==> config.mk <==
export PLATFORM = sky130hd
export DESIGN_NAME = qrvs_trigger
export DESIGN_NICKNAME = d
export VERILOG_FILES = /design/src/logic/qrvs_pkg.sv /design/src/logic/qrvs_trigger.sv
export VERILOG_INCLUDE_DIRS = /design/src /design/src/logic
export SDC_FILE = /design/constraint.sdc
export NUM_CORES = 1
export LEC_CHECK = 0
export ABC_AREA = 1
export BUFFER_PORTS_ARGS = -buffer_cell sky130_fd_sc_hd__clkbuf_2
export CORE_MARGIN = 8
export CORE_UTILIZATION = 35
export DETAILED_ROUTE_END_ITERATION = 10
export GPL_TIMING_DRIVEN = 0
export SETUP_SLACK_MARGIN = 0.15
export SYNTH_ARGS = -nofsm -noshare
export SYNTH_HDL_FRONTEND = slang
export SYNTH_SLANG_ARGS = --single-unit
==> constraint.sdc <==
create_clock -name pclk -period 8.47 [get_ports pclk]
set_clock_uncertainty 0.1 [all_clocks]
set_input_delay 1.2705 -clock pclk [delete_from_list [all_inputs] [get_ports pclk]]
set_output_delay 1.2705 -clock pclk [all_outputs]
set_load 0.005 [all_outputs]
==> src/logic/qrvs_defines.svh <==
// Operation
// - Armed falling demag edge turns switch on
// - Trigger responds only after rising arm edge
// - Ignore demag edges during post-turnoff blanking
// - Oscillator starts at once; first cycle end turns on
// - Current trip turns switch off each cycle
// - Late valid edge turns on after delay, resets ramp
// - Edges before one period ignored
// - No arming: turn on at next cycle end
// - Late blanking end extends inhibit window
// - Open loop enables demag pull-up during off-time
// - Open-loop retrigger uses period times 128
// - Pull-up disabled during soft-start
// - Fixed frequency turns on every cycle start
// - Fixed frequency duty capped at 70 percent
// - Fixed frequency ignores demag for turn-on
// - Low control voltage stops switching, low power
// - Burst stop resumes above burst threshold
`ifndef QRVS_DEFINES_SVH
`define QRVS_DEFINES_SVH
`define QRVS_CLK_MHZ 100
`define QRVS_BLANK_NS 2500
`define QRVS_BLANK_CYC ((`QRVS_BLANK_NS * `QRVS_CLK_MHZ + 999) / 1000)
`define QRVS_OSC_PERIOD_CYC 667
`define QRVS_TON_DELAY_CYC 20
`define QRVS_OL_DIV 128
`define QRVS_DMAX_PCT 70
`define QRVS_APB_CTRL 12'h000
`define QRVS_APB_PERIOD 12'h004
`define QRVS_APB_BLANK 12'h008
`define QRVS_APB_DELAY 12'h00C
`define QRVS_APB_STATUS 12'h010
`define QRVS_CTRL_RST 32'h0000_0000
`endif

==> src/logic/qrvs_pkg.sv <==
package qrvs_pkg;
   typedef enum logic [2:0] {
      QRVS_OFF = 3'b001,
      QRVS_DLY = 3'b010,
      QRVS_ON = 3'b100
   } qrvs_state_e;
endpackage

==> src/logic/qrvs_trigger.sv <==
`timescale 1ns/100ps
`default_nettype none
`include "qrvs_defines.svh"
module qrvs_trigger #(
   parameter int CW = 24
) (
   // Clock and reset
   input wire logic pclk,
   input wire logic presetn,
   // APB slave
   input wire logic psel,
   input wire logic penable,
   input wire logic pwrite,
   input wire logic [11:0] paddr,
   input wire logic [31:0] pwdata,
   output logic [31:0] prdata,
   output logic pready,
   output logic pslverr,
   // Comparator decisions, mode pin and soft-start flag, asynchronous
   input wire logic demag_arm_cmp,
   input wire logic demag_trig_cmp,
   input wire logic cs_trip_cmp,
   input wire logic comp_high_cmp,
   input wire logic comp_below_burst_cmp,
   input wire logic comp_above_burst_cmp,
   input wire logic mode_select_pin,
   input wire logic soft_start_active,
   // Outputs
   output logic gate_on,
   output logic demag_pullup_en,
   output logic low_power
);
   localparam logic [CW-1:0] DMAX_NUM = CW'(`QRVS_DMAX_PCT);

   // Two-stage synchronisers for all comparator inputs
   logic [7:0] s1, s2;
   wire [7:0] async_in = {soft_start_active, mode_select_pin, comp_above_burst_cmp,
      comp_below_burst_cmp, comp_high_cmp, cs_trip_cmp, demag_trig_cmp, demag_arm_cmp};
   always_ff @(posedge pclk or negedge presetn) begin
      if (!presetn) begin
         s1 <= 8'h00;
         s2 <= 8'h00;
      end else begin
         s1 <= async_in;
         s2 <= s1;
      end
   end
   wire arm_s = s2[0];
   wire trig_s = s2[1];
   wire trip_s = s2[2];
   wire open_loop = s2[3];
   wire burst_low = s2[4];
   wire burst_high = s2[5];
   wire quasi_resonant = s2[6];
   wire fixed_frequency = !quasi_resonant;
   wire ss_s = s2[7];

   // Registers
   logic ctrl_enable;
   logic [CW-1:0] osc_period, blank_cyc, delay_cyc;
   wire wr = psel && penable && pwrite;
   wire rd_ctrl = paddr == `QRVS_APB_CTRL;
   wire rd_per = paddr == `QRVS_APB_PERIOD;
   wire rd_blk = paddr == `QRVS_APB_BLANK;
   wire rd_dly = paddr == `QRVS_APB_DELAY;
   wire rd_sts = paddr == `QRVS_APB_STATUS;
   wire mapped = rd_ctrl | rd_per | rd_blk | rd_dly | rd_sts;

   // Core state
   qrvs_pkg::qrvs_state_e st;
   logic [CW-1:0] osc_cnt, since_on, blank_cnt, dly_cnt;
   logic [6:0] ol_div;
   logic armed, trig_d, arm_d, burst_stop;
   wire [31:0] status = {25'h0, st == qrvs_pkg::QRVS_ON, burst_stop, armed, open_loop,
      quasi_resonant, burst_high, burst_low};

   always_ff @(posedge pclk or negedge presetn) begin
      if (!presetn) begin
         ctrl_enable <= 1'b0;
         osc_period <= CW'(`QRVS_OSC_PERIOD_CYC);
         blank_cyc <= CW'(`QRVS_BLANK_CYC);
         delay_cyc <= CW'(`QRVS_TON_DELAY_CYC);
         prdata <= 32'h0000_0000;
         pready <= 1'b0;
         pslverr <= 1'b0;
      end else begin
         pready <= psel && !penable;
         pslverr <= psel && !penable && !mapped;
         if (wr && pready) begin
            if (rd_ctrl) ctrl_enable <= pwdata[0];
            if (rd_per) osc_period <= pwdata[CW-1:0];
            if (rd_blk) blank_cyc <= pwdata[CW-1:0];
            if (rd_dly) delay_cyc <= pwdata[CW-1:0];
         end
         if (psel && !penable) begin
            prdata <= rd_ctrl ? {31'h0, ctrl_enable} :
               rd_per ? 32'(osc_period) : rd_blk ? 32'(blank_cyc) :
               rd_dly ? 32'(delay_cyc) : rd_sts ? status : 32'h0000_0000;
         end
      end
   end

   wire osc_end = osc_cnt >= osc_period - CW'(1);
   wire ol_end = osc_end && (ol_div == 7'h7F);
   wire blanking = blank_cnt != '0;
   wire period_done = since_on >= osc_period;
   wire trig_fall = trig_d && !trig_s;
   wire arm_rise = arm_s && !arm_d;
   // Valid QR edge: armed, past period, past blanking
   wire qr_edge = quasi_resonant && armed && trig_fall && period_done && !blanking;
   // Forced turn-on at oscillator end, every 128th end in open-loop QR; QR retries only after full period
   wire force_on = open_loop && quasi_resonant ? ol_end : osc_end;
   wire ff_on = fixed_frequency && osc_end;
   wire qr_force = quasi_resonant && force_on && period_done && !blanking;
   wire run = ctrl_enable && !burst_stop;
   wire max_duty = fixed_frequency && (since_on * CW'(100) >= osc_period * DMAX_NUM);

   always_ff @(posedge pclk or negedge presetn) begin
      if (!presetn) begin
         st <= qrvs_pkg::QRVS_OFF;
         osc_cnt <= '0;
         since_on <= '0;
         blank_cnt <= '0;
         dly_cnt <= '0;
         ol_div <= 7'h00;
         armed <= 1'b0;
         trig_d <= 1'b0;
         arm_d <= 1'b0;
         burst_stop <= 1'b0;
         gate_on <= 1'b0;
         demag_pullup_en <= 1'b0;
         low_power <= 1'b0;
      end else begin
         trig_d <= trig_s;
         arm_d <= arm_s;
         osc_cnt <= osc_end ? '0 : osc_cnt + CW'(1);
         if (osc_end) ol_div <= ol_div + 7'h01;
         if (!period_done) since_on <= since_on + CW'(1);
         else if (st == qrvs_pkg::QRVS_ON) since_on <= since_on + CW'(1);
         if (blanking) blank_cnt <= blank_cnt - CW'(1);
         if (burst_low) burst_stop <= 1'b1;
         else if (burst_stop && burst_high) burst_stop <= 1'b0;
         if (arm_rise && !blanking) armed <= 1'b1;
         case (st)
            qrvs_pkg::QRVS_OFF: begin
               if (run && (ff_on || qr_force)) begin
                  st <= qrvs_pkg::QRVS_ON;
                  gate_on <= 1'b1;
                  since_on <= '0;
                  armed <= 1'b0;
               end else if (run && qr_edge) begin
                  st <= qrvs_pkg::QRVS_DLY;
                  dly_cnt <= delay_cyc;
                  armed <= 1'b0;
               end
            end
            qrvs_pkg::QRVS_DLY: begin
               if (!run) begin
                  st <= qrvs_pkg::QRVS_OFF;
               end else if (dly_cnt == '0) begin
                  st <= qrvs_pkg::QRVS_ON;
                  gate_on <= 1'b1;
                  since_on <= '0;
                  osc_cnt <= '0;
                  ol_div <= 7'h00;
               end else begin
                  dly_cnt <= dly_cnt - CW'(1);
               end
            end
            qrvs_pkg::QRVS_ON: begin
               if (trip_s || max_duty || !run) begin
                  st <= qrvs_pkg::QRVS_OFF;
                  gate_on <= 1'b0;
                  blank_cnt <= blank_cyc;
                  armed <= 1'b0;
               end
            end
            default: begin
               st <= qrvs_pkg::QRVS_OFF;
               gate_on <= 1'b0;
            end
         endcase
         // Pull-up only in off-time, never in soft-start
         demag_pullup_en <= open_loop && !ss_s && !(st == qrvs_pkg::QRVS_ON);
         low_power <= burst_stop;
      end
   end

   AST_TRIP_OFF: assert property (@(posedge pclk) disable iff (!presetn)
      st == qrvs_pkg::QRVS_ON && trip_s |=> !gate_on)
      else $error("gate stayed on after current trip");
   AST_BURST_OFF: assert property (@(posedge pclk) disable iff (!presetn)
      burst_stop |=> !gate_on || $past(st) == qrvs_pkg::QRVS_ON)
      else $error("gate on during burst stop");
   AST_PULLUP_SS: assert property (@(posedge pclk) disable iff (!presetn)
      ss_s |=> !demag_pullup_en)
      else $error("pull-up active in soft-start");
   AST_PULLUP_OFF: assert property (@(posedge pclk) disable iff (!presetn)
      demag_pullup_en |-> $past(st) != qrvs_pkg::QRVS_ON)
      else $error("pull-up during on-time");
   AST_BLANK: assert property (@(posedge pclk) disable iff (!presetn)
      st == qrvs_pkg::QRVS_OFF && blanking |=> st != qrvs_pkg::QRVS_DLY)
      else $error("trigger accepted in blanking");
   AST_EARLY: assert property (@(posedge pclk) disable iff (!presetn)
      $rose(gate_on) && quasi_resonant |-> $past(period_done))
      else $error("turn-on before one period");
   AST_DUTY: assert property (@(posedge pclk) disable iff (!presetn)
      st == qrvs_pkg::QRVS_ON && max_duty |=> !gate_on)
      else $error("duty limit exceeded");
   AST_FF_ON: assert property (@(posedge pclk) disable iff (!presetn)
      st == qrvs_pkg::QRVS_OFF && run && ff_on |=> gate_on)
      else $error("fixed frequency missed cycle start");
endmodule // qrvs_trigger
`default_nettype wire

* After elaboration in Yosys (flattened, before gate mapping)
Cells that the tools add are included.
Word-level totals: bits of input ports 57, output and inout bits 37, word-level logic and storage cells 150, register bits 236
Operators by class: $lt $le $gt $ge 3, equal/unequal tests 17, bitwise operators 4, multipliers 2, $add $sub $neg 6, reduce and logical (&&, ||, !) cells 50, mux-type cells 46
Operators by type and width (number):
- $mux W24 | 20
- $pmux W24 S2 | 2
- $ge A24 B24 Y1 | 3
- $sub A24 B1 Y24 const B | 3
- $add A24 B1 Y24 const B | 2
- $mux W7 | 5
- $logic_and A1 B1 Y1 | 25
- $eq A12 B4 Y1 const B | 2
- $logic_not A24 Y1 | 1
- $mul A24 B5 Y22 const B | 1
- $mul A24 B6 Y23 const B | 1
- $reduce_bool A24 Y1 | 1
- $mux W3 | 5
- $eq A12 B3 Y1 const B | 1
- $eq A12 B5 Y1 const B | 1
- $logic_not A12 Y1 | 1
- $ne A2 B2 Y1 const B | 6
- $mux W1 | 11
- $logic_not A1 Y1 | 10
- $pmux W3 S3 | 1
- $reduce_and A2 Y1 | 4
- $add A7 B1 Y7 const B | 1
- $eq A7 B7 Y1 const B | 1
- $ne A3 B3 Y1 const B | 2
- 12 further kinds | 18

* Logic depth before layout (Yosys ltp)
Gate-level depths: netlist (run 1).
word-level depth 11, gate-level depth with buffers 28, mapped depth without buffers 28

* Worst setup path after synthesis (run 1)
OpenSTA, ideal clock, no wires.
path type register to register, start reg osc_period[7], end reg blank_cnt[16], period minus slack after synthesis 4650 ps, setup time 120 ps, path slack 3820 ps, data required time 8250 ps, arrival 4430 ps, buffers on the path 1, stages on the path, launching flop included 27, cell sequence dfstp_2 inv_1 ha_1 ha_1 fa_1 ha_1 a21oi_1 o21ai_0 a21oi_1 o21ai_0 a21oi_1 o21ai_0 xnor2_1 ha_1 nand2_1 inv_1 nor2_1 o21ai_0 a21oi_1 nand3_1 nand2_1 nand2_1 nand2_1 clkbuf_1 nand2_1 o21ai_0 inv_1
On the way: word-level cells in the longest chain between the ends 7
RTL lines:
- start, declared | RTL line qrvs_trigger.sv:60 | logic [CW-1:0] osc_period, blank_cyc, delay_cyc;
- start signal, assigned | RTL line qrvs_trigger.sv:80 | osc_period <= CW'(`QRVS_OSC_PERIOD_CYC);
- start signal, assigned | RTL line qrvs_trigger.sv:91 | if (rd_per) osc_period <= pwdata[CW-1:0];
- $mul A24 B6 Y23 | RTL line qrvs_trigger.sv:116 | wire max_duty = fixed_frequency && (since_on * CW'(100) >= osc_period * DMAX_NUM);
- $ge A24 B24 Y1 | RTL line qrvs_trigger.sv:116
- $logic_and A1 B1 Y1 | RTL line qrvs_trigger.sv:116
- $logic_or A1 B1 Y1 (2 in a row) | RTL line qrvs_trigger.sv:171 | if (trip_s || max_duty || !run) begin
- $mux W24 | RTL line qrvs_trigger.sv:171
- $mux W24 | RTL line qrvs_trigger.sv:144 | case (st)
- end signal, assigned | RTL line qrvs_trigger.sv:140 | if (blanking) blank_cnt <= blank_cnt - CW'(1);
- end signal, assigned | RTL line qrvs_trigger.sv:174 | blank_cnt <= blank_cyc;
- end, declared | RTL line qrvs_trigger.sv:71 | logic [CW-1:0] osc_cnt, since_on, blank_cnt, dly_cnt;
No other way between the ends. A chain may end at the register's enable or synchronous reset.

* Final worst setup path (run 1)
start reg osc_period[7], end reg blank_cnt[0]
The elaborated chain is that of the path after synthesis.

==> run metrics, run 1 <==
Die X=240 um; Leakage=0.0101 uW; adder-cell share of the synthesized area=19.1%; DP HPWL=43.4 mm; area taken by flip-flops and latches=5720 sq um; Seq/Total Area, Yosys=32.7%; HP Class=reg2reg; CP max-delay cell=dfstp_2; TNS Setup=0 ns; Worst-Skew Late Latency=0.55 ns; Synth warnings=0; post-CTS setup buffer count=0; Post-DRT Antenna Nets=0; GR Overflow Total=0; main flop type after synthesis=dfrtp_1; core area=49800 sq um; first-pass GRT wire length=84.8 mm; largest net degree at the start of global routing=112; clock root buffer=clkbuf_16; Max Fanout on Critical Path=10; via total after detailed routing=15180; initial DRC count=989; gpl congestion=approximately 0.94; CTS Hold Buffers Added=0; worst-margin pin slew=0.694 ns; Rows=82; Synth top area share=a little under a third; compound-gate portion of the synthesized area=roughly an eighth; Area contributors post-synth=dfrtp_1 30%, ha_1 15%, nand2_1 9.8%, o21ai_0 5.9%, inv_1 5.8%; diode count=0; Filler cells=5077; final non-filler cell total=3001; CTS Buf Count=25; Pre-antenna DRT Iters=5; area growth from synthesis to layout=12.7%; pwr/cell area=~220 nW/um^2; Post-Synth Simple-Gate Area=21.6%; clk buf depth=3; vias in the first global route=15506; Hold Violations, Final=0; Via density=5.06; most frequent cell on the critical path=o21ai_0; largest family of logic cells by synthesized area=simple AND/OR/NAND/NOR gates; Starting Density=about a third; DR WL/cell=17.8 um; Final min period=roughly 6.1 ns; Mean Syn Cell Area=between 7 and 8 sq um; crit end category=flip-flop; synth unique cells=58; mapped cell area=~18000 sq um; CTS resizes=0; fin util=39.6%; drt drc=0; Critical Path RT=8.84 ns; mux share of post-synthesis cell area=0.508%; Multi-input gate area=10400 sq um; Final Cycle Share=between 70% and 80%; max incr delay on CP=0.61 ns; RSZ-0062 raised after global routing=false; CTS tree=built; Slew headroom=between 50 and 60%; Setup-failing EPs final=0; I/O pin count=94; EDFF count, synth=0; WP data arrival=6.42 ns; most common cell after layout, fill and taps aside=nand2_1; CP Launch Type=flip-flop; overall routing resource usage=18.6%; most frequent cells in the layout=458 x nand2_1, 272 x inv_1, 215 x ha_1; DRT Wirelength=around 53 mm; Clk pin slew, worst setup/hold paths=0.06 ns; outcome=completed; Max-Cap Viols=0; number of H-tree levels=1; NumNets Final=2615; Slew Limit Fails=0; asr flop ratio synth=100%; Post-Synth XOR/XNOR Area=around 6.1%; cell count after synthesis=2197; Chip Height=240 um; port buffer count=77; initial antenna violation count=0; Max Clk Rate=165 MHz; maximum resistive drop on vdd=141 uV; kind of critical path=reg2reg; CTS Sinks=228; share of post-route cells with drive strength above 1=9.57%; dpl cells=2955; area leader, netlist=dfrtp_1; die area=57400 sq um; flops & latches, synth=228
## synth_stat cells (5+ instances only)
master,n
nand3_1,101
o31ai_1,6
nand4_1,32
inv_1,272
o21bai_1,5
a21oi_1,110
a31oi_1,7
clkbuf_1,33
nand2_2,24
dfstp_2,15
a221oi_1,17
nand2_1,458
o21ai_1,12
buf_2,9
mux2_2,7
o21ai_0,206
nor2_1,170
nor4_1,9
o22ai_1,5
inv_2,5
fa_1,33
ha_1,215
xnor2_1,35
nor2_2,9
nor3_1,30
buf_4,13
dfrtp_1,213
xor2_1,87
## report_power, final
part,internal (uW),leakage [uW],switching (uW)
Clock,728,0.000433,475
Combinational,627,0.00665,1070
Sequential,1210,0.00300,149
Total,2570,0.0101,1690
## layout make-up
class | instances | area share, %
repair buffers | 79 | 2.28
clock inverters | 12 | 1.07
plain buffers | 59 | 1.63
clock buffers | 34 | 3.50
well taps | 672 | 4.26
inverters | 277 | 5.27
multi-input cells | 1640 | 53.0
flip-flops and latches | 228 | 29.0
## per-layer routing
metal	track usage (%)	up-vias	part of all wire [%]
li1	-	7471	-
met1	24.5	7266	45
met2	30.9	359	46
met3	2.12	84	5.0
met4	7.05	0	3.8
met5	0	-	0
## through the flow
stage	setup WS [ns]	hold slack, ns	cell area (sq um)	total power [uW]
finish	2.42	0.248	19700	4260
global route	1.86	0.255	19700	4580
CTS	2.40	0.251	19700	4280
detailed placement	2.44	0.235	18800	3070
global placement	1.33	0.233	18800	3040
floorplan	3.82	0.231	17500	2640
## critical path, delay by kind of cell, from the launching register on
family	cells	cell delay (ns)
adder cells (fa/ha/maj)	5	1.71
XOR/XNOR	1	0.25
AO/OA/AOI/OAI	10	1.75
buffers and inverters	3	0.62
AND/OR/NAND/NOR	6	0.90
flip-flops	1	0.61
## cells by family (layout without fill, tap and decap cells)
logic type                 Yosys count  count (layout)
DFF                                228             228
AOI/OAI and AO/OA                  391             391
buffers and inverters              336             461
muxes                                8               8
xor gates and xnor gates           122             122
adders and majority gates          248             248
and+or+nand+nor                    863             863
other                                1               8
## flip-flops by register name (all words and copies together), names as in the netlist, 3 cells and up
name        count
osc_period     24
prdata         24
dly_cnt        24
osc_cnt        24
blank_cyc      24
st              3
s1              8
since_on       24
ol_div          7
delay_cyc      24
s2              8
blank_cnt      24
## path summary, 6_finish.rpt
check | from | end | slack (ns) | cells after the start
min in group asynchronous | presetn | blank_cnt[21] | 0.49 | 1
setup reg to reg | osc_period[7] | blank_cnt[0] | 2.42 | 25
max in group asynchronous | presetn | since_on[7] | 6.93 | 2
hold / removal | s1[0] | s2[0] | 0.25 | 0
setup / recovery | osc_period[7] | blank_cnt[0] | 2.42 | 25
hold reg to reg | s1[0] | s2[0] | 0.25 | 0
(Power assumes the default switching activity.)
==> run 2, diff against run 1 <==
==> constraint.sdc (replaced) <==
create_clock -name pclk -period 6.1 [get_ports pclk]
set_clock_uncertainty 0.1 [all_clocks]
set_input_delay 0.915 -clock pclk [delete_from_list [all_inputs] [get_ports pclk]]
set_output_delay 0.915 -clock pclk [all_outputs]
set_load 0.005 [all_outputs]
==> run 2 against run 1 <==
Net effect: fmax rose by 10%; sequential cell count did not move; register-to-register slack got worse by 1.8 ns; wire length rose by 0.14%; clock power rose by 39%; critical path type unchanged; critical endpoint is now blank_cnt[20]; largest power group unchanged.
==> run metrics, run 2 (synthesis results as in run 1) <==
Max Clk Rate=182 MHz (+10%); FF-to-FF setup slack=0.60 ns (-1.82 ns); Clk pin slew, worst setup/hold paths=0.06 ns (about the same); CP Launch Type=flip-flop; I/O pin count=94 (unchanged); most common cell after layout, fill and taps aside=nand2_1; dpl cells=2955 (unchanged); FF-to-FF Start=since_on[4]; DRT Wirelength=53.5 mm (+0.14%); Pre-antenna DRT Iters=5 (unchanged); kind of critical path=reg2reg; Die X=240 um (unchanged); worst reg2reg path endpoint=blank_cnt[20]; CTS Buf Count=25 (unchanged); final non-filler cell total=3002 (+0.033%); Chip Height=240 um (unchanged); clk buf depth=3 (unchanged); area growth from synthesis to layout=13.0%; port buffer count=77 (unchanged); NumNets Final=2616 (+0.038%); DP HPWL=43.4 mm (unchanged); via total after detailed routing=15194 (+0.092%); initial DRC count=1045 (+5.7%); vias in the first global route=15506 (unchanged); CTS tree=built; Max-Cap Viols=0 (unchanged); Critical Path RT=6.44 ns (-2.40 ns); largest net degree at the start of global routing=112 (unchanged); number of H-tree levels=1 (unchanged); Slew headroom=52.2% (-1.5 points); r2r worst-path depth=26 (+4.0%); fin util=39.7% (+0.11 points); Hold Violations, Final=0 (unchanged); crit end category=flip-flop; pwr/cell area=300 nW/um^2 (+39%); Final Cycle Share=90.1% (+19 points); first-pass GRT wire length=84.8 mm (unchanged); diode count=0 (unchanged); most frequent cells in the layout=457 x nand2_1, 272 x inv_1, 215 x ha_1; Worst-Skew Late Latency=0.55 ns (about the same); Max Fanout on Critical Path=10 (unchanged); share of post-route cells with drive strength above 1=10.1% (+0.55 points); worst-margin pin slew=0.717 ns (+0.0230 ns); Place WS=0.0655 ns (-2.37 ns); die area=57400 sq um (unchanged); GR Overflow Total=0 (unchanged); TNS Setup=0 ns (unchanged); Rows=82 (unchanged); HP Class=in2async; Via density=5.06 (about the same); Post-DRT Antenna Nets=0 (unchanged); WP data arrival=5.83 ns (-0.59 ns); setup ws final=0.603 ns (-1.82 ns); gpl congestion=0.942 (unchanged); outcome=completed; DR WL/cell=17.8 um (+0.11%); RSZ-0062 raised after global routing=false; Slew Limit Fails=0 (unchanged); drt drc=0 (unchanged); Leakage=0.0101 uW (+0.14%); Final min period=5.50 ns (-0.555 ns); overall routing resource usage=18.6% (unchanged); initial antenna violation count=0 (unchanged); clock root buffer=clkbuf_16; worst hold margin=0.134 ns (-0.114 ns); maximum resistive drop on vdd=196 uV (+39%); Starting Density=35.2% (unchanged); CTS Sinks=228 (unchanged); Setup-failing EPs final=0 (unchanged); core area=49800 sq um (unchanged)
## run 2: cell type report
cell class / count / area [sq um]
Buffer: 59 / 330
Clock buffer: 34 / 689
Clock inverter: 12 / 210
Fill cell: 5070 / 30000
Inverter: 277 / 1040
Multi-Input combinational cell: 1640 / 10500
Sequential cell: 228 / 5730
Tap cell: 672 / 841
Timing Repair Buffer: 80 / 457
## run 2: report_power, final
group	internal (uW)	leakage [uW]	switching [uW]	total [uW]
sequential	1690	0.00300	206	1890
combinational	876	0.00667	1490	2370
clock	1010	0.000433	655	1670
total	3570	0.0101	2360	5930
## run 2: what timing repair did
action,in CTS,in global routing
endpoints found under the setup margin,10,24
resized for setup,1,18
setup buffers,0,1
pin swaps,0,2
hold buffers,0,0
## run 2: worst max-delay path by stage
stage               cells after the start  slack (ns)       endpoint           from
global route                           24        0.18   blank_cnt[9]  osc_period[9]
detailed placement                     26        0.07  blank_cnt[16]  osc_period[7]
finish                                 26        0.60  blank_cnt[20]    since_on[4]
floorplan                              26        1.45  blank_cnt[16]  osc_period[7]
global placement                        1       -0.69    since_on[4]        presetn
CTS                                    25        0.16  blank_cnt[22]  osc_period[7]
## run 2: routing by layer
metal | GRT usage (%) | wire length (um) | part of all wire [%]
met4 | 7.05 | 2050 | 3.8
met2 | 30.9 | 24800 | 46
met3 | 2.12 | 2510 | 4.7
met5 | 0 | 0 | 0
met1 | 24.5 | 24100 | 45
## run 2: stage by stage
step | cell area (sq um) | power, uW
after floorplan | 17500 | 3660
after global placement | 18800 | 4220
after detailed placement | 18800 | 4260
after CTS | 19700 | 5950
after global routing | 19800 | 6370
final | 19800 | 5930
## run 2: worst max-delay path, cell delays in order (launching register included)
cell and delay [ns]:
dfrtp_1 0.52, ha_1 0.30, ha_1 0.27, inv_1 0.05
fa_1 0.50, inv_1 0.04, ha_1 0.36, a21oi_1 0.25
o21ai_1 0.09, a21oi_1 0.27, o21ai_1 0.18, a21boi_0 0.34
o21ai_1 0.12, xor2_1 0.19, ha_1 0.30, nand2_1 0.06
nor2_1 0.12, nand2_1 0.09, nor3_1 0.19, nand2_1 0.09
nand3_2 0.14, nand2_1 0.11, nand2_1 0.12, nand2_4 0.12
clkbuf_2 0.25, o21ai_0 0.18, inv_1 0.05
==> run 3, diff against run 2 <==
--- a/config.mk
+++ b/config.mk
@@ -9,9 +9,11 @@
 export ABC_AREA = 1
 export BUFFER_PORTS_ARGS = -buffer_cell sky130_fd_sc_hd__clkbuf_2
 export CORE_MARGIN = 8
-export CORE_UTILIZATION = 35
+export CORE_UTILIZATION = 63
 export DETAILED_ROUTE_END_ITERATION = 10
 export GPL_TIMING_DRIVEN = 0
+export HOLD_SLACK_MARGIN = 0.15
+export PLACE_DENSITY = 0.82
 export SETUP_SLACK_MARGIN = 0.15
 export SYNTH_ARGS = -nofsm -noshare
 export SYNTH_HDL_FRONTEND = slang
==> run 3 against run 2 <==
Net effect: design area is 2.1% lower; cell count is 9.8% lower; clock power hardly changed; worst hold slack better by 0.11 ns; critical path type unchanged.
==> run metrics, run 3 (synthesis results as in run 1) <==
outcome=completed; CTS Sinks=228 (unchanged); setup ws final=0.419 ns (-0.184 ns); most frequent cells in the layout=457 x nand2_1, 272 x inv_1, 215 x ha_1; maximum resistive drop on vdd=205 uV (+4.3%); initial antenna violation count=0 (unchanged); Pre-antenna DRT Iters=6 (+1); most common cell after layout, fill and taps aside=nand2_1; WP data arrival=5.99 ns (+0.16 ns); FF-to-FF Start=osc_period[5]; DR WL/cell=18.7 um (+5.2%); gpl congestion=0.969 (+2.9%); Post-DRT Antenna Nets=0 (unchanged); fin util=70.3% (+31 points); share of post-route cells with drive strength above 1=9.92% (-0.21 points); CTS Buf Count=26 (+4.0%); Worst Hold Depth=0; Tot Pwr=5990 uW (+1.0%); Die X=183 um (-24%); DRT Wirelength=50.7 mm (-5.1%); Slew Limit Fails=0 (unchanged); NumNets Final=2615 (-0.038%); Leakage=0.0101 uW (about the same); core area=27600 sq um (-45%); RSZ-0062 raised after global routing=true; HP Class=reg2reg; overall routing resource usage=30.1% (+12 points); Max-Cap Viols=0 (unchanged); Setup-failing EPs final=0 (unchanged); Hold Path Origin=s1[3]; Filler cells=2214 (-56%); largest net degree at the start of global routing=117 (+4.5%); Via density=5.85 (+16%); initial DRC count=1377 (+32%); r2r worst-path depth=26 (unchanged); kind of critical path=reg2reg; crit end category=flip-flop; Max Clk Rate=176 MHz (-3.2%); first-pass GRT wire length=81.0 mm (-4.5%); clk buf depth=3 (unchanged); number of H-tree levels=1 (unchanged); Final Instance Area=19400 sq um (-2.1%); die area=33400 sq um (-42%); CTS tree=built; port buffer count=77 (unchanged); FF-to-FF setup slack=0.42 ns (-0.18 ns); Rows=61 (-26%); CTS Hold Buffers Added=0 (unchanged); hold path endpoint=s2[3]; Worst-Skew Late Latency=0.54 ns (about the same); Max Fanout on Critical Path=10 (unchanged); Slew headroom=38.3% (-14 points); CP Launch Type=flip-flop; DP HPWL=40.4 mm (-7.0%); worst-margin pin slew=0.926 ns (+0.209 ns); diode count=0 (unchanged); post-placement cell area=18400 sq um (-2.1%); Clk pin slew, worst setup/hold paths=0.06 ns (about the same); worst reg2reg path endpoint=blank_cnt[7]; Chip Height=183 um (-24%); Final min period=5.68 ns (+0.184 ns); Starting Density=63.5% (+28 points); area growth from synthesis to layout=10.6%; Critical Path RT=6.40 ns (-0.04 ns); pwr/cell area=309 nW/um^2 (+3.1%); I/O pin count=94 (unchanged); clock root buffer=clkbuf_16; GR Overflow Total=0 (unchanged); drt drc=0 (unchanged); Final Cycle Share=93.1% (+3.0 points); Place WS=0.0664 ns (+0.000910 ns); vias in the first global route=15846 (+2.2%); via total after detailed routing=15835 (+4.2%); Hold Violations, Final=0 (unchanged)
run 3: worst max-delay path by stage:
stage                  start  cells after the start  slack (ns)            end
4_1_cts        osc_period[5]                     26        0.19  blank_cnt[18]
5_1_grt        osc_period[5]                     26        0.15  blank_cnt[18]
3_5_place_dp   osc_period[5]                     26        0.07  blank_cnt[18]
3_3_place_gp         presetn                      1       -0.47   since_on[16]
6_report       osc_period[5]                     26        0.42   blank_cnt[7]
2_1_floorplan  osc_period[7]                     26        1.45  blank_cnt[16]
run 3: where the power goes:
group	leakage (uW)	switching, uW	internal (uW)
Combinational	0.00664	1510	882
Sequential	0.00300	214	1690
Clock	0.000456	663	1030
Total	0.0101	2390	3600
run 3: final cells by class:
type / instances / area (sq um) / area share (%)
Multi-Input combinational cell: 1640 / 10500 / 54.0
Sequential cell: 228 / 5720 / 29.6
Inverter: 277 / 1040 / 5.37
Clock buffer: 34 / 741 / 3.82
Tap cell: 378 / 473 / 2.44
Timing Repair Buffer: 78 / 422 / 2.18
Buffer: 59 / 324 / 1.67
Clock inverter: 13 / 191 / 0.989
run 3: timing repair:
item,CTS,global route
setup buffers,0,0
endpoints found under the setup margin,11,24
gates resized for setup,2,4
run 3: worst max-delay path, stage by stage (launching register included):
cell and delay (ns):
dfrtp_1 0.58, inv_1 0.17, ha_1 0.34, ha_1 0.30, fa_1 0.49, ha_1 0.38, nand2_1 0.12, o21ai_0 0.28
a21oi_1 0.12, o21ai_1 0.26, a21oi_2 0.13, o21ai_0 0.21, xnor2_1 0.17, ha_1 0.28, nand2_1 0.07, inv_1 0.04
nor2_1 0.07, o21ai_0 0.09, a21oi_1 0.17, nand3_1 0.23, nand2_1 0.16, nand2_1 0.07, nand2_2 0.19, buf_2 0.28
o21ai_0 0.12, o21ai_0 0.10, inv_1 0.06
run 3: per-layer routing:
layer  vias up  track usage [%]  share of wire, %
met3       174             4.22               6.8
met1      7540             34.8                38
met5         -                0                 0
met2       647             52.9                50
met4         0             17.4               5.9
li1       7474                -                 -
run 3: stage by stage:
stage | std cells | hold slack, ns | setup TNS (ns)
after floorplan | 2204 | 0.231 | 0
after global placement | 2659 | 0.232 | -94.83
after detailed placement | 2660 | 0.238 | 0
after CTS | 2707 | 0.251 | 0
after global routing | 2707 | 0.264 | 0
final | 2707 | 0.246 | 0
